$ cat src/verilog/irq_flags_pkg.sv
package irq_flags_pkg;

    // Register byte offsets
    localparam logic [7:0] OFS_FLAGS_ONE  = 8'h00;
    localparam logic [7:0] OFS_FLAGS_TWO  = 8'h04;
    localparam logic [7:0] OFS_ENABLE_ONE = 8'h08;
    localparam logic [7:0] OFS_ENABLE_TWO = 8'h0C;
    localparam logic [7:0] OFS_GATE_CTRL  = 8'h10;
    localparam logic [7:0] OFS_EDGE_SEL   = 8'h14;
    localparam logic [7:0] OFS_CLEAR_ONE  = 8'h18;
    localparam logic [7:0] OFS_CLEAR_TWO  = 8'h1C;
    localparam logic [7:0] OFS_MONITOR    = 8'h20;
    localparam logic [7:0] OFS_PENDING    = 8'h24;

    // First flag register field positions
    localparam int unsigned COLLISION_BIT = 5;
    localparam int unsigned SERIAL_BIT    = 4;
    localparam int unsigned CC_TWO_BIT    = 3;
    localparam int unsigned CC_ONE_BIT    = 2;
    localparam int unsigned PERIOD_BIT    = 1;
    localparam int unsigned ROLLOVER_BIT  = 0;

    // Second flag register field positions
    localparam int unsigned SWITCH_DESATURATION_BIT     = 7;
    localparam int unsigned CONV_BIT      = 6;
    localparam int unsigned OTEMP_BIT     = 4;
    localparam int unsigned OUT_HIGH_BIT  = 3;
    localparam int unsigned GATE_LOW_BIT  = 2;
    localparam int unsigned IN_HIGH_BIT   = 1;
    localparam int unsigned IN_LOW_BIT    = 0;

    // Implemented bits; the rest read zero and ignore writes
    localparam logic [7:0] IMPL_ONE = 8'h3F;
    localparam logic [7:0] IMPL_TWO = 8'hDF;

    // Monitor index i: rise select at bit 2*i, fall select at 2*i+1
    localparam int unsigned MON_CNT      = 3;
    localparam int unsigned GATE_BIT     = 0;

    // Reset values
    localparam logic [7:0] FLAGS_RST    = 8'h00;
    localparam logic [7:0] ENABLE_RST   = 8'h00;
    localparam logic       GATE_RST     = 1'b0;
    localparam logic [5:0] EDGE_SEL_RST = 6'h15;

    // AXI response codes
    localparam logic [1:0] RESP_OKAY   = 2'h0;
    localparam logic [1:0] RESP_SLVERR = 2'h2;

    // Event pulses from peripherals, one cycle each
    typedef struct packed {
        logic desaturation;
        logic conversion_done;
        logic overtemperature;
        logic gate_supply_low;
        logic serial_collision;
        logic serial_port;
        logic capture_compare_two;
        logic capture_compare_one;
        logic period_timer_match;
        logic wide_timer_rollover;
    } periph_evt_s;

    // Voltage monitor levels, high while the condition holds
    typedef struct packed {
        logic output_high;
        logic input_high;
        logic input_low;
    } monitor_lvl_s;

    // Register write request from the bus port
    typedef struct packed {
        logic [7:0]  addr;
        logic [31:0] data;
        logic [3:0]  strb;
    } wr_req_s;

    function automatic logic addr_mapped(input logic [7:0] a);
        return (a == OFS_FLAGS_ONE) || (a == OFS_FLAGS_TWO) ||
               (a == OFS_ENABLE_ONE) || (a == OFS_ENABLE_TWO) ||
               (a == OFS_GATE_CTRL) || (a == OFS_EDGE_SEL) ||
               (a == OFS_CLEAR_ONE) || (a == OFS_CLEAR_TWO) ||
               (a == OFS_MONITOR) || (a == OFS_PENDING);
    endfunction

endpackage

$ cat src/verilog/axil_reg_port.sv
module axil_reg_port
    import irq_flags_pkg::*;
#(
    parameter int unsigned ADDR_W = 8
) (
    input  wire logic              mclk,
    input  wire logic              sys_rst,
    input  wire logic [ADDR_W-1:0] s_axi_awaddr,
    input  wire logic              s_axi_awvalid,
    output logic                   s_axi_awready,
    input  wire logic [31:0]       s_axi_wdata,
    input  wire logic [3:0]        s_axi_wstrb,
    input  wire logic              s_axi_wvalid,
    output logic                   s_axi_wready,
    output logic [1:0]             s_axi_bresp,
    output logic                   s_axi_bvalid,
    input  wire logic              s_axi_bready,
    input  wire logic [ADDR_W-1:0] s_axi_araddr,
    input  wire logic              s_axi_arvalid,
    output logic                   s_axi_arready,
    output logic [31:0]            s_axi_rdata,
    output logic [1:0]             s_axi_rresp,
    output logic                   s_axi_rvalid,
    input  wire logic              s_axi_rready,
    output wr_req_s                wr_req,
    output logic                   wr_stb,
    output logic [7:0]             rd_addr,
    input  wire logic [31:0]       rd_data
);

    logic [ADDR_W-1:0] aw_addr_ff;
    logic [31:0]       w_data_ff;
    logic [3:0]        w_strb_ff;
    logic              rd_pend_ff;
    logic [ADDR_W-1:0] ar_addr_ff;
    logic              do_write;
    logic              aw_ok;
    logic              ar_ok;

    // Decode needs exact aligned match and zero upper address bits
    assign aw_ok    = ((aw_addr_ff >> 8) == '0) && addr_mapped(aw_addr_ff[7:0]);
    assign ar_ok    = ((ar_addr_ff >> 8) == '0) && addr_mapped(ar_addr_ff[7:0]);
    assign do_write = !s_axi_awready && !s_axi_wready && !s_axi_bvalid;
    assign rd_addr  = ar_addr_ff[7:0];

    // Write channels taken in either order; one write in flight
    always_ff @(posedge mclk or posedge sys_rst) begin
        if (sys_rst) begin
            s_axi_awready <= 1'b1;
            s_axi_wready  <= 1'b1;
            s_axi_bvalid  <= 1'b0;
            s_axi_bresp   <= RESP_OKAY;
            aw_addr_ff    <= '0;
            w_data_ff     <= '0;
            w_strb_ff     <= '0;
            wr_stb        <= 1'b0;
            wr_req        <= '0;
        end else begin
            wr_stb <= 1'b0;
            if (s_axi_awvalid && s_axi_awready) begin
                aw_addr_ff    <= s_axi_awaddr;
                s_axi_awready <= 1'b0;
            end
            if (s_axi_wvalid && s_axi_wready) begin
                w_data_ff    <= s_axi_wdata;
                w_strb_ff    <= s_axi_wstrb;
                s_axi_wready <= 1'b0;
            end
            if (s_axi_bvalid && s_axi_bready) begin
                s_axi_bvalid <= 1'b0;
            end
            if (do_write) begin
                s_axi_awready <= 1'b1;
                s_axi_wready  <= 1'b1;
                s_axi_bvalid  <= 1'b1;
                s_axi_bresp   <= aw_ok ? RESP_OKAY : RESP_SLVERR;
                wr_stb        <= aw_ok;
                wr_req        <= '{addr: aw_addr_ff[7:0], data: w_data_ff, strb: w_strb_ff};
            end
        end
    end

    // Read: address registered, data returned two cycles after the address handshake
    always_ff @(posedge mclk or posedge sys_rst) begin
        if (sys_rst) begin
            s_axi_arready <= 1'b1;
            s_axi_rvalid  <= 1'b0;
            s_axi_rresp   <= RESP_OKAY;
            s_axi_rdata   <= '0;
            rd_pend_ff    <= 1'b0;
            ar_addr_ff    <= '0;
        end else begin
            if (s_axi_arvalid && s_axi_arready) begin
                ar_addr_ff    <= s_axi_araddr;
                s_axi_arready <= 1'b0;
                rd_pend_ff    <= 1'b1;
            end
            if (rd_pend_ff) begin
                rd_pend_ff   <= 1'b0;
                s_axi_rvalid <= 1'b1;
                s_axi_rdata  <= ar_ok ? rd_data : 32'h0000_0000;
                s_axi_rresp  <= ar_ok ? RESP_OKAY : RESP_SLVERR;
            end
            if (s_axi_rvalid && s_axi_rready) begin
                s_axi_rvalid  <= 1'b0;
                s_axi_arready <= 1'b1;
            end
        end
    end

endmodule

$ cat src/verilog/peripheral_interrupt_flags.sv
// Overview of operation
// - Each flag sets on its event regardless of enables or global enable.
// - Unused bits 7:6 of first and bit 5 of second read zero.
// - First register bit 5 shows a pending serial bus collision.
// - First register bit 4 shows a pending serial port interrupt.
// - First register bits 3 and 2 set on capture/compare two and one.
// - First register bit 1 sets on period timer match, held until cleared.
// - First register bit 0 sets on wide timer rollover, held until cleared.
// - Second register bit 4 sets on overtemperature, held until cleared.
// - Second register bit 3 catches output overvoltage edge per polarity select.
// - Second register bit 2 sets on gate-drive supply undervoltage lockout.
// - Second register bit 1 catches input overvoltage lockout edge per select.
// - Second register bit 0 catches input undervoltage edge per select.
// - Interrupt raised only when flag, its enable and gate bit are set.
//
// Our own choices: register access over AXI4-Lite and the register addresses.
module peripheral_interrupt_flags
    import irq_flags_pkg::*;
#(
    parameter int unsigned ADDR_W = 8
) (
    input  wire logic              mclk,
    input  wire logic              sys_rst,
    input  wire logic [ADDR_W-1:0] s_axi_awaddr,
    input  wire logic              s_axi_awvalid,
    output logic                   s_axi_awready,
    input  wire logic [31:0]       s_axi_wdata,
    input  wire logic [3:0]        s_axi_wstrb,
    input  wire logic              s_axi_wvalid,
    output logic                   s_axi_wready,
    output logic [1:0]             s_axi_bresp,
    output logic                   s_axi_bvalid,
    input  wire logic              s_axi_bready,
    input  wire logic [ADDR_W-1:0] s_axi_araddr,
    input  wire logic              s_axi_arvalid,
    output logic                   s_axi_arready,
    output logic [31:0]            s_axi_rdata,
    output logic [1:0]             s_axi_rresp,
    output logic                   s_axi_rvalid,
    input  wire logic              s_axi_rready,
    input  wire periph_evt_s       periph_evt,
    input  wire monitor_lvl_s      monitor_lvl,
    output logic                   periph_irq
);

    // Refuse address widths that cannot hold the map
    generate
        if (ADDR_W < 8) begin : g_bad_addr_w
            $error("ADDR_W must be at least 8");
        end
    endgenerate

    wr_req_s     wr_req;
    logic        wr_stb;
    logic [7:0]  rd_addr;
    logic [31:0] rd_data;

    // Bus port hands over single-cycle write strobes and a read address
    axil_reg_port #(
        .ADDR_W (ADDR_W)
    ) u_port (
        .mclk          (mclk),
        .sys_rst       (sys_rst),
        .s_axi_awaddr  (s_axi_awaddr),
        .s_axi_awvalid (s_axi_awvalid),
        .s_axi_awready (s_axi_awready),
        .s_axi_wdata   (s_axi_wdata),
        .s_axi_wstrb   (s_axi_wstrb),
        .s_axi_wvalid  (s_axi_wvalid),
        .s_axi_wready  (s_axi_wready),
        .s_axi_bresp   (s_axi_bresp),
        .s_axi_bvalid  (s_axi_bvalid),
        .s_axi_bready  (s_axi_bready),
        .s_axi_araddr  (s_axi_araddr),
        .s_axi_arvalid (s_axi_arvalid),
        .s_axi_arready (s_axi_arready),
        .s_axi_rdata   (s_axi_rdata),
        .s_axi_rresp   (s_axi_rresp),
        .s_axi_rvalid  (s_axi_rvalid),
        .s_axi_rready  (s_axi_rready),
        .wr_req        (wr_req),
        .wr_stb        (wr_stb),
        .rd_addr       (rd_addr),
        .rd_data       (rd_data)
    );

    logic [7:0]         flags_one_ff;
    logic [7:0]         flags_two_ff;
    logic [7:0]         nxt_flags_one;
    logic [7:0]         nxt_flags_two;
    logic [7:0]         enable_one_ff;
    logic [7:0]         enable_two_ff;
    logic               gate_ff;
    logic [5:0]         edge_sel_ff;
    logic [MON_CNT-1:0] mon_prev_ff;
    logic               mon_primed_ff;
    logic [MON_CNT-1:0] mon_now;
    logic [MON_CNT-1:0] mon_edge;
    logic [7:0]         set_one;
    logic [7:0]         set_two;
    logic [7:0]         pend_one;
    logic [7:0]         pend_two;
    logic               lane0;
    logic               wr_flags_one;
    logic               wr_flags_two;
    logic               wr_clear_one;
    logic               wr_clear_two;
    logic               wr_enable_one;
    logic               wr_enable_two;
    logic               wr_gate;
    logic               wr_edge_sel;

    // Only byte lane 0 carries register bits
    assign lane0         = wr_stb && wr_req.strb[0];
    assign wr_flags_one  = lane0 && (wr_req.addr == OFS_FLAGS_ONE);
    assign wr_flags_two  = lane0 && (wr_req.addr == OFS_FLAGS_TWO);
    assign wr_clear_one  = lane0 && (wr_req.addr == OFS_CLEAR_ONE);
    assign wr_clear_two  = lane0 && (wr_req.addr == OFS_CLEAR_TWO);
    assign wr_enable_one = lane0 && (wr_req.addr == OFS_ENABLE_ONE);
    assign wr_enable_two = lane0 && (wr_req.addr == OFS_ENABLE_TWO);
    assign wr_gate       = lane0 && (wr_req.addr == OFS_GATE_CTRL);
    assign wr_edge_sel   = lane0 && (wr_req.addr == OFS_EDGE_SEL);

    // Monitor levels as a vector: 0 input low, 1 input high, 2 output high
    assign mon_now = monitor_lvl;

    // Edge qualifiers per monitor, each polarity separately selectable
    generate
        for (genvar i = 0; i < MON_CNT; i++) begin : g_mon
            logic rise;
            logic fall;
            // Primed gate hides a level already present at reset release
            assign rise        = mon_now[i] && !mon_prev_ff[i] && mon_primed_ff;
            assign fall        = !mon_now[i] && mon_prev_ff[i] && mon_primed_ff;
            assign mon_edge[i] = (rise && edge_sel_ff[2*i]) ||
                                 (fall && edge_sel_ff[2*i+1]);
        end
    endgenerate

    // Previous monitor levels for edge detection
    always_ff @(posedge mclk or posedge sys_rst) begin
        if (sys_rst) begin
            mon_prev_ff   <= '0;
            mon_primed_ff <= 1'b0;
        end else begin
            mon_prev_ff   <= mon_now;
            mon_primed_ff <= 1'b1;
        end
    end

    // Set terms of the first flag register
    always_comb begin
        set_one               = 8'h00;
        set_one[COLLISION_BIT] = periph_evt.serial_collision;
        set_one[SERIAL_BIT]   = periph_evt.serial_port;
        set_one[CC_TWO_BIT]   = periph_evt.capture_compare_two;
        set_one[CC_ONE_BIT]   = periph_evt.capture_compare_one;
        set_one[PERIOD_BIT]   = periph_evt.period_timer_match;
        set_one[ROLLOVER_BIT] = periph_evt.wide_timer_rollover;
    end

    // Set terms of the second flag register
    always_comb begin
        set_two               = 8'h00;
        set_two[SWITCH_DESATURATION_BIT]    = periph_evt.desaturation;
        set_two[CONV_BIT]     = periph_evt.conversion_done;
        set_two[OTEMP_BIT]    = periph_evt.overtemperature;
        set_two[OUT_HIGH_BIT] = mon_edge[2];
        set_two[GATE_LOW_BIT] = periph_evt.gate_supply_low;
        set_two[IN_HIGH_BIT]  = mon_edge[1];
        set_two[IN_LOW_BIT]   = mon_edge[0];
    end

    // Load or clear first, then OR in events so an event is never lost
    always_comb begin
        nxt_flags_one = flags_one_ff;
        if (wr_flags_one) begin
            nxt_flags_one = wr_req.data[7:0];
        end else if (wr_clear_one) begin
            nxt_flags_one = flags_one_ff & ~wr_req.data[7:0];
        end
        nxt_flags_one = (nxt_flags_one | set_one) & IMPL_ONE;
    end

    always_comb begin
        nxt_flags_two = flags_two_ff;
        if (wr_flags_two) begin
            nxt_flags_two = wr_req.data[7:0];
        end else if (wr_clear_two) begin
            nxt_flags_two = flags_two_ff & ~wr_req.data[7:0];
        end
        nxt_flags_two = (nxt_flags_two | set_two) & IMPL_TWO;
    end

    // Flags are sticky: nothing but firmware takes a bit back down
    always_ff @(posedge mclk or posedge sys_rst) begin
        if (sys_rst) begin
            flags_one_ff <= FLAGS_RST;
            flags_two_ff <= FLAGS_RST;
        end else begin
            flags_one_ff <= nxt_flags_one;
            flags_two_ff <= nxt_flags_two;
        end
    end

    // Enable masks share the flag layout
    always_ff @(posedge mclk or posedge sys_rst) begin
        if (sys_rst) begin
            enable_one_ff <= ENABLE_RST;
            enable_two_ff <= ENABLE_RST;
        end else begin
            if (wr_enable_one) begin
                enable_one_ff <= wr_req.data[7:0] & IMPL_ONE;
            end
            if (wr_enable_two) begin
                enable_two_ff <= wr_req.data[7:0] & IMPL_TWO;
            end
        end
    end

    // Peripheral gate and monitor polarity selects
    always_ff @(posedge mclk or posedge sys_rst) begin
        if (sys_rst) begin
            gate_ff     <= GATE_RST;
            edge_sel_ff <= EDGE_SEL_RST;
        end else begin
            if (wr_gate) begin
                gate_ff <= wr_req.data[GATE_BIT];
            end
            if (wr_edge_sel) begin
                edge_sel_ff <= wr_req.data[5:0];
            end
        end
    end

    // Flags that are both set and enabled
    assign pend_one = flags_one_ff & enable_one_ff;
    assign pend_two = flags_two_ff & enable_two_ff;

    // Registered request; one cycle behind the flags, glitch free
    always_ff @(posedge mclk or posedge sys_rst) begin
        if (sys_rst) begin
            periph_irq <= 1'b0;
        end else begin
            periph_irq <= gate_ff && ((|pend_one) || (|pend_two));
        end
    end

    // Read mux; reads have no side effects
    always_comb begin
        rd_data = 32'h0000_0000;
        unique case (rd_addr)
            OFS_FLAGS_ONE:  rd_data[7:0] = flags_one_ff;
            OFS_FLAGS_TWO:  rd_data[7:0] = flags_two_ff;
            OFS_ENABLE_ONE: rd_data[7:0] = enable_one_ff;
            OFS_ENABLE_TWO: rd_data[7:0] = enable_two_ff;
            OFS_GATE_CTRL:  rd_data[GATE_BIT] = gate_ff;
            OFS_EDGE_SEL:   rd_data[5:0] = edge_sel_ff;
            OFS_CLEAR_ONE:  rd_data[7:0] = flags_one_ff;
            OFS_CLEAR_TWO:  rd_data[7:0] = flags_two_ff;
            OFS_MONITOR:    rd_data[MON_CNT-1:0] = mon_now;
            OFS_PENDING:    rd_data[15:0] = {pend_two, pend_one};
            default:        rd_data = 32'h0000_0000;
        endcase
    end

endmodule

$ cat config.mk
export PLATFORM = sky130hd
export DESIGN_NAME = peripheral_interrupt_flags
export DESIGN_NICKNAME = d
export VERILOG_FILES = /design/src/verilog/irq_flags_pkg.sv /design/src/verilog/axil_reg_port.sv /design/src/verilog/peripheral_interrupt_flags.sv
export SDC_FILE = /design/constraint.sdc
export NUM_CORES = 1
export LEC_CHECK = 0
export BUFFER_PORTS_ARGS = -buffer_cell sky130_fd_sc_hd__buf_2
export CAP_MARGIN = 30
export CELL_PAD_IN_SITES_DETAIL_PLACEMENT = 2
export CELL_PAD_IN_SITES_GLOBAL_PLACEMENT = 2
export CORE_UTILIZATION = 37
export CTS_CLUSTER_DIAMETER = 200
export DETAILED_ROUTE_END_ITERATION = 10
export GPL_TIMING_DRIVEN = 0
export PLACE_DENSITY = 0.95
export SLEW_MARGIN = 20
export SYNTH_ARGS = -nofsm -noshare
export SYNTH_HDL_FRONTEND = slang
export SYNTH_SLANG_ARGS = --single-unit
$ cat constraint.sdc
create_clock -name mclk -period 4.3 [get_ports mclk]
set_input_delay 0.215 -clock mclk [delete_from_list [all_inputs] [get_ports mclk]]
set_output_delay 0.215 -clock mclk [all_outputs]
set_load 0.1 [all_outputs]
# After elaboration in Yosys (flattened, before gate mapping)
# Cells that the tools add are included.
totals:
  register_bits: 123
  in_bits: 72
  out_inout_bits: 42
  word_cells: 161
op_classes:
  bitwise_logic: 7
  n_eq_ne: 25
  n_mux: 25
  n_reduce_logical: 78
op_table:
  columns: ["cell", "count"]
  rows:
  - ["8-bit by 5-bit equality test with 1-bit output (second input constant)", 12]
  - ["8-bit by 4-bit equality test with 1-bit output (second input constant)", 6]
  - ["1-bit logical AND", 35]
  - ["8-bit by 6-bit equality test with 1-bit output (second input constant)", 4]
  - ["8-bit by 3-bit equality test with 1-bit output (second input constant)", 3]
  - ["8-bit logical NOT", 3]
  - ["8-bit two-way mux", 3]
  - ["1-bit logical OR", 22]
  - ["3-bit case mux with 6 select lines", 1]
  - ["8-bit AND", 2]
  - ["16-bit two-way mux", 1]
  - ["8-bit OR reduction", 2]
  - ["2-bit case mux with 7 select lines", 1]
  - ["1-bit two-way mux", 13]
  - ["6-bit AND", 2]
  - ["6-bit two-way mux", 2]
  - ["2-bit nonzero test", 5]
  - ["1-bit logical NOT", 9]
  - ["8-bit NOT", 1]
  - ["8-bit OR", 1]
  - ["1-bit case mux with 8 select lines", 1]
  - ["6-bit OR", 1]
  - ["2-bit case mux with 3 select lines", 1]
  - ["2-bit two-way mux", 2]
  - ["2-bit OR reduction", 2]

# Longest topological paths before layout
depth:
  depth_word: 11
  mapped_depth: 5
  mapped_depth_nobuf: 4

# By module
# A second synthesis with hierarchy kept.
unflattened:
  hier_cells: 591
  hier_area_um2: 7424.6
by_module_without_submodules:
  columns: ["mod", "n_inst", "seq_area_each_um2", "cells_each", "area_each_um2"]
  rows:
  - ["axil_reg_port", 1, 3432.0, 377, 5215.0]
  - ["peripheral_interrupt_flags", 1, 954.7, 214, 2209.6]

# Least setup slack after synthesis
# Ideal clock, no wire load.
synth_path:
  kind: "reg2reg"
  start: "register u_port.s_axi_bvalid"
  end: "register, netlist name u_port.wr_req[42]"
  path_stages_with_launch: 5
  required_ns: 4.234
  slack_ns: 2.329
  arrival_ns: 1.906
  period_less_slack_ns: 1.971
  cell_sequence: "dfrtp_1 nor3_1 clkbuf_1 nand2_1 nand2_1"
synth_between:
  elab_chain_len: 2
synth_lines:
  columns: ["element", "line", "source"]
  rows:
  - ["from (decl)", "axil_reg_port.sv:16", "output logic s_axi_bvalid,"]
  - ["from (signal assigned)", "axil_reg_port.sv:51", "s_axi_bvalid <= 1'b0;"]
  - ["from (signal assigned)", "axil_reg_port.sv:70", "s_axi_bvalid <= 1'b0;"]
  - ["from (signal assigned)", "axil_reg_port.sv:75", "s_axi_bvalid <= 1'b1;"]
  - ["1-bit logical NOT", "axil_reg_port.sv:43", "assign do_write = !s_axi_awready && !s_axi_wready && !s_axi_bvalid;"]
  - ["1-bit logical AND", "axil_reg_port.sv:43", null]
# No other way between the ends.
# A chain may end at the register's enable or synchronous reset.

# Final worst setup path
layout_path:
  start: "register u_port.ar_addr_ff[6], in the netlist u_port.rd_addr[6]"
  end: "register u_port.s_axi_rdata[5]"
layout_between:
  elab_chain_len: 11
  elab_cells_between_ends: 23
  cone_classes: "eq/ne (9); mux (2); reduce/logical (12)"
layout_lines:
  columns: ["element", "line", "source"]
  rows:
  - ["from (decl)", "axil_reg_port.sv:35", "logic [ADDR_W-1:0] ar_addr_ff;"]
  - ["from (signal assigned)", "axil_reg_port.sv:94", "ar_addr_ff <= s_axi_araddr;"]
  - ["8-bit by 3-bit equality test with 1-bit output or 8-bit logical NOT (tied branches)", "irq_flags_pkg.sv:79, peripheral_interrupt_flags.sv:252", null]
  - ["1-bit logical OR (2 in series)", "irq_flags_pkg.sv:79", "return (a == OFS_FLAGS_ONE) || (a == OFS_FLAGS_TWO) ||"]
  - ["1-bit logical OR (2 in series)", "irq_flags_pkg.sv:80", "(a == OFS_ENABLE_ONE) || (a == OFS_ENABLE_TWO) ||"]
  - ["1-bit logical OR (2 in series)", "irq_flags_pkg.sv:81", "(a == OFS_GATE_CTRL) || (a == OFS_EDGE_SEL) ||"]
  - ["1-bit logical OR (2 in series)", "irq_flags_pkg.sv:82", "(a == OFS_CLEAR_ONE) || (a == OFS_CLEAR_TWO) ||"]
  - ["1-bit logical OR", "irq_flags_pkg.sv:83", "(a == OFS_MONITOR) || (a == OFS_PENDING);"]
  - ["16-bit two-way mux (*)", "axil_reg_port.sv:101", "s_axi_rdata <= ar_ok ? rd_data : 32'h0000_0000;"]
  - ["to (signal assigned)", "axil_reg_port.sv:101", null]
  - ["to (decl)", "axil_reg_port.sv:21", "output logic [31:0] s_axi_rdata,"]
# Mark *: on every way between the ends. The rest lies on a longest branch, timed or not.

==> run metrics <==
Final setup viols 0; H-Tree Depth 3; first-pass GRT wire length 23.0 mm; Fin Setup TNS 0 ns; clock skew 0.00852 ns; clk sink count 104; Final ANT Viol Nets 0; cell count after synthesis 440; Worst Setup SP u_port.rd_addr[6]$_DFFE_PP0P_; worst vdd ir 0.496 mV; Yosys warnings 0; Die W 117 µm; HP Class in2reg; initial antenna violation count 2; total track usage 23.0%; commonest cells in the netlist 98 x dfrtp_1, 68 x nand2_1, 45 x mux2_2; Pwr Density 624 mW/mm²; WL per Instance 20.6 µm; Yosys top cell area share 50.4%; most common cell in the netlist dfrtp_1; R2R Path End u_port.s_axi_rdata[5]$_DFFE_PP0P_; Tmin final 2.24 ns; pin count of the biggest net entering global routing 79; CP Class reg2reg; synth top area cells dfrtp_1 50%, mux2_2 10%, nand2_1 5.2%; CTS root buffer clkbuf_16; ys flop type dfrtp_1; Filler cells 1,365; grt ovf 0; CTS Buffer Depth 2; port bufs 67; Clock Latency Late Sink 0.35 ns; crit start category flop; Final Non-Filler Cells 718; crit path to u_port.s_axi_rdata[5]$_DFFE_PP0P_; I/O pins 114; CP Max Fanout 7; crit share post-route 52.0%; vias in the first global route 4,312; Max-slew headroom 36.5%; wirelength, routed 14.8 mm; Netlist cell types 51; syn avg cell area 11.1 µm²; router iterations before antenna repair 4; final number of max-transition violations 0; reg2reg path depth 4; R2R Path Start u_port.rd_addr[6]$_DFFE_PP0P_; CP Data Arrival Time 2.48 ns; Detail Placement HPWL 11.1 mm; design area 0.00585 mm²; max_cap viols 0; die area 0.0136 mm²; Reg clk slew, reported paths 0.07 ns; Via density 5.20; # rows 41; via count 3,735; area occupied by multi-input gates 0.00201 mm²; Starting Density 38.3%; EDFF count, synth 0; fmax 0.447 GHz; Yosys reg bits 104; Critical Path RT 4.55 ns; nets 612; CTS tree yes; Die Y 117 µm; DRT iter0 DRCs 122; RSZ-0062 raised after global routing no; layout cells sized above 1 30.8%; DRC 0; Post-CTS Setup Repair Bufs 0; Reg area 0.00261 mm²; static leakage 0.00277 µW; Area Growth Syn to Fin 20.1%; Routability Congestion 0.829; sequential-to-total area share from yosys stat 53.6%; flop-to-flop setup slack 2.06 ns; fraction of registers with async set/reset 100%; CTS buffer count 9; worst-margin pin slew 0.940 ns; DP Cell Count 699; Area after DPL 0.00552 mm²; Post-Synthesis Cell Area 0.00487 mm²; status complete, no violations; CORE AREA 0.0127 mm²; CP endpoint kind flop; dominant cell type by area after synthesis dfrtp_1; CTS resizes 0; Final Hold Viols 0
## registers in the layout, summed over array words and instances, names as in the netlist, 3 cells and up
register and flops:
u_port.s_axi_rdata 15, flags_two_ff 7, enable_one_ff 6, u_port.aw_addr_ff 8, enable_two_ff 7, u_port.wr_req 17, u_port.rd_addr 8, flags_one_ff 6
edge_sel_ff 6, mon_prev_ff 3, u_port.w_data_ff 8
## where the power goes
| group | leakage (µW) | total [µW] | switching, µW | internal [µW] |
|---|---|---|---|---|
| clock | 0.000146 | 828 | 361 | 467 |
| combinational | 0.00135 | 1290 | 874 | 411 |
| sequential | 0.00128 | 1530 | 298 | 1230 |
| total | 0.00277 | 3650 | 1530 | 2110 |
## critical path: stages, from the launching register on
cell	delay (ns)
dfrtp_1	0.42
nor3_1	0.35
nor3b_1	0.78
a32oi_1	0.26
o32ai_1	0.32
## worst min-delay path by stage
stage	startpoint	to	slack, ns	depth (start not counted)
6_report	monitor_lvl[2]	mon_prev_ff[2]$_DFF_PP0_	0.01	1
5_1_grt	monitor_lvl[2]	mon_prev_ff[2]$_DFF_PP0_	0.002	1
4_1_cts	monitor_lvl[2]	mon_prev_ff[2]$_DFF_PP0_	0.0008	1
3_5_place_dp	sys_rst	u_port.aw_addr_ff[1]$_DFFE_PP0P_	0.19	2
3_3_place_gp	monitor_lvl[2]	mon_prev_ff[2]$_DFF_PP0_	0.35	1
2_1_floorplan	monitor_lvl[0]	mon_prev_ff[0]$_DFF_PP0_	0.25	0
## timing repair
action	CTS	global route
setup endpoints to repair	0	0
hold endpoints to repair	25	0
hold buffers	2	0
## metrics by stage
stage               total power [µW]  setup slack (ns)  util [%]  hold WS, ns
detailed placement              2820              2.15      43.4        0.190
floorplan                       2440              1.36         -        0.246
global route                    3830              1.99      45.9      0.00184
CTS                             3680              2.10      45.9     0.000836
finish                          3650              2.06      45.9       0.0117
global placement                2690             0.336      43.1        0.354
## final cells by class
cell class	count	share of cell area, %
multi-input combinational	291	34.4
antenna	1	0.0428
clock inverter	5	0.963
buffer	31	3.38
clock buffer	11	4.15
tap	172	3.68
timing repair buffer	71	6.64
sequential	104	44.6
inverter	32	2.14
## placed cells by master, fill, tap and decap left out, types with 3 or more instances in the layout
cell	n
clkbuf_16	9
nand3_1	11
a21oi_1	9
dfrtp_1	98
buf_4	19
clkbuf_1	8
nand2b_1	3
nor2b_1	5
nor4_1	3
a211oi_1	15
and3_1	4
mux2_2	45
buf_2	70
nor2_1	11
a32oi_1	3
dfstp_2	6
a211o_1	10
nand2_1	68
nor4b_1	3
o22ai_1	13
nor3_1	3
o21ai_0	17
a221o_1	4
conb_1	20
mux2i_1	13
inv_1	31
## per-layer routing
layer  up-vias  wire, µm  global-route usage, %
li1       1718         -                      -
met1      1889      5480                   22.8
met2        99      8320                   45.6
met3        27       611                   6.33
met4         2       331                   7.26
met5         -        10                      0
## logic make-up (layout without fill, tap and decap cells)
kind of cell              Yosys count  count (layout)  share of synthesized area, %
muxes                              58              58                          13.1
buffers and inverters              63             150                          6.53
DFF                               104             104                          53.6
AOI/OAI and AO/OA                  82              82                          11.8
xor gates and xnor gates            1               1                         0.180
and+or+nand+nor                   130             130                          14.7
other                               2              21                         0.154
(Power assumes the default switching activity.)
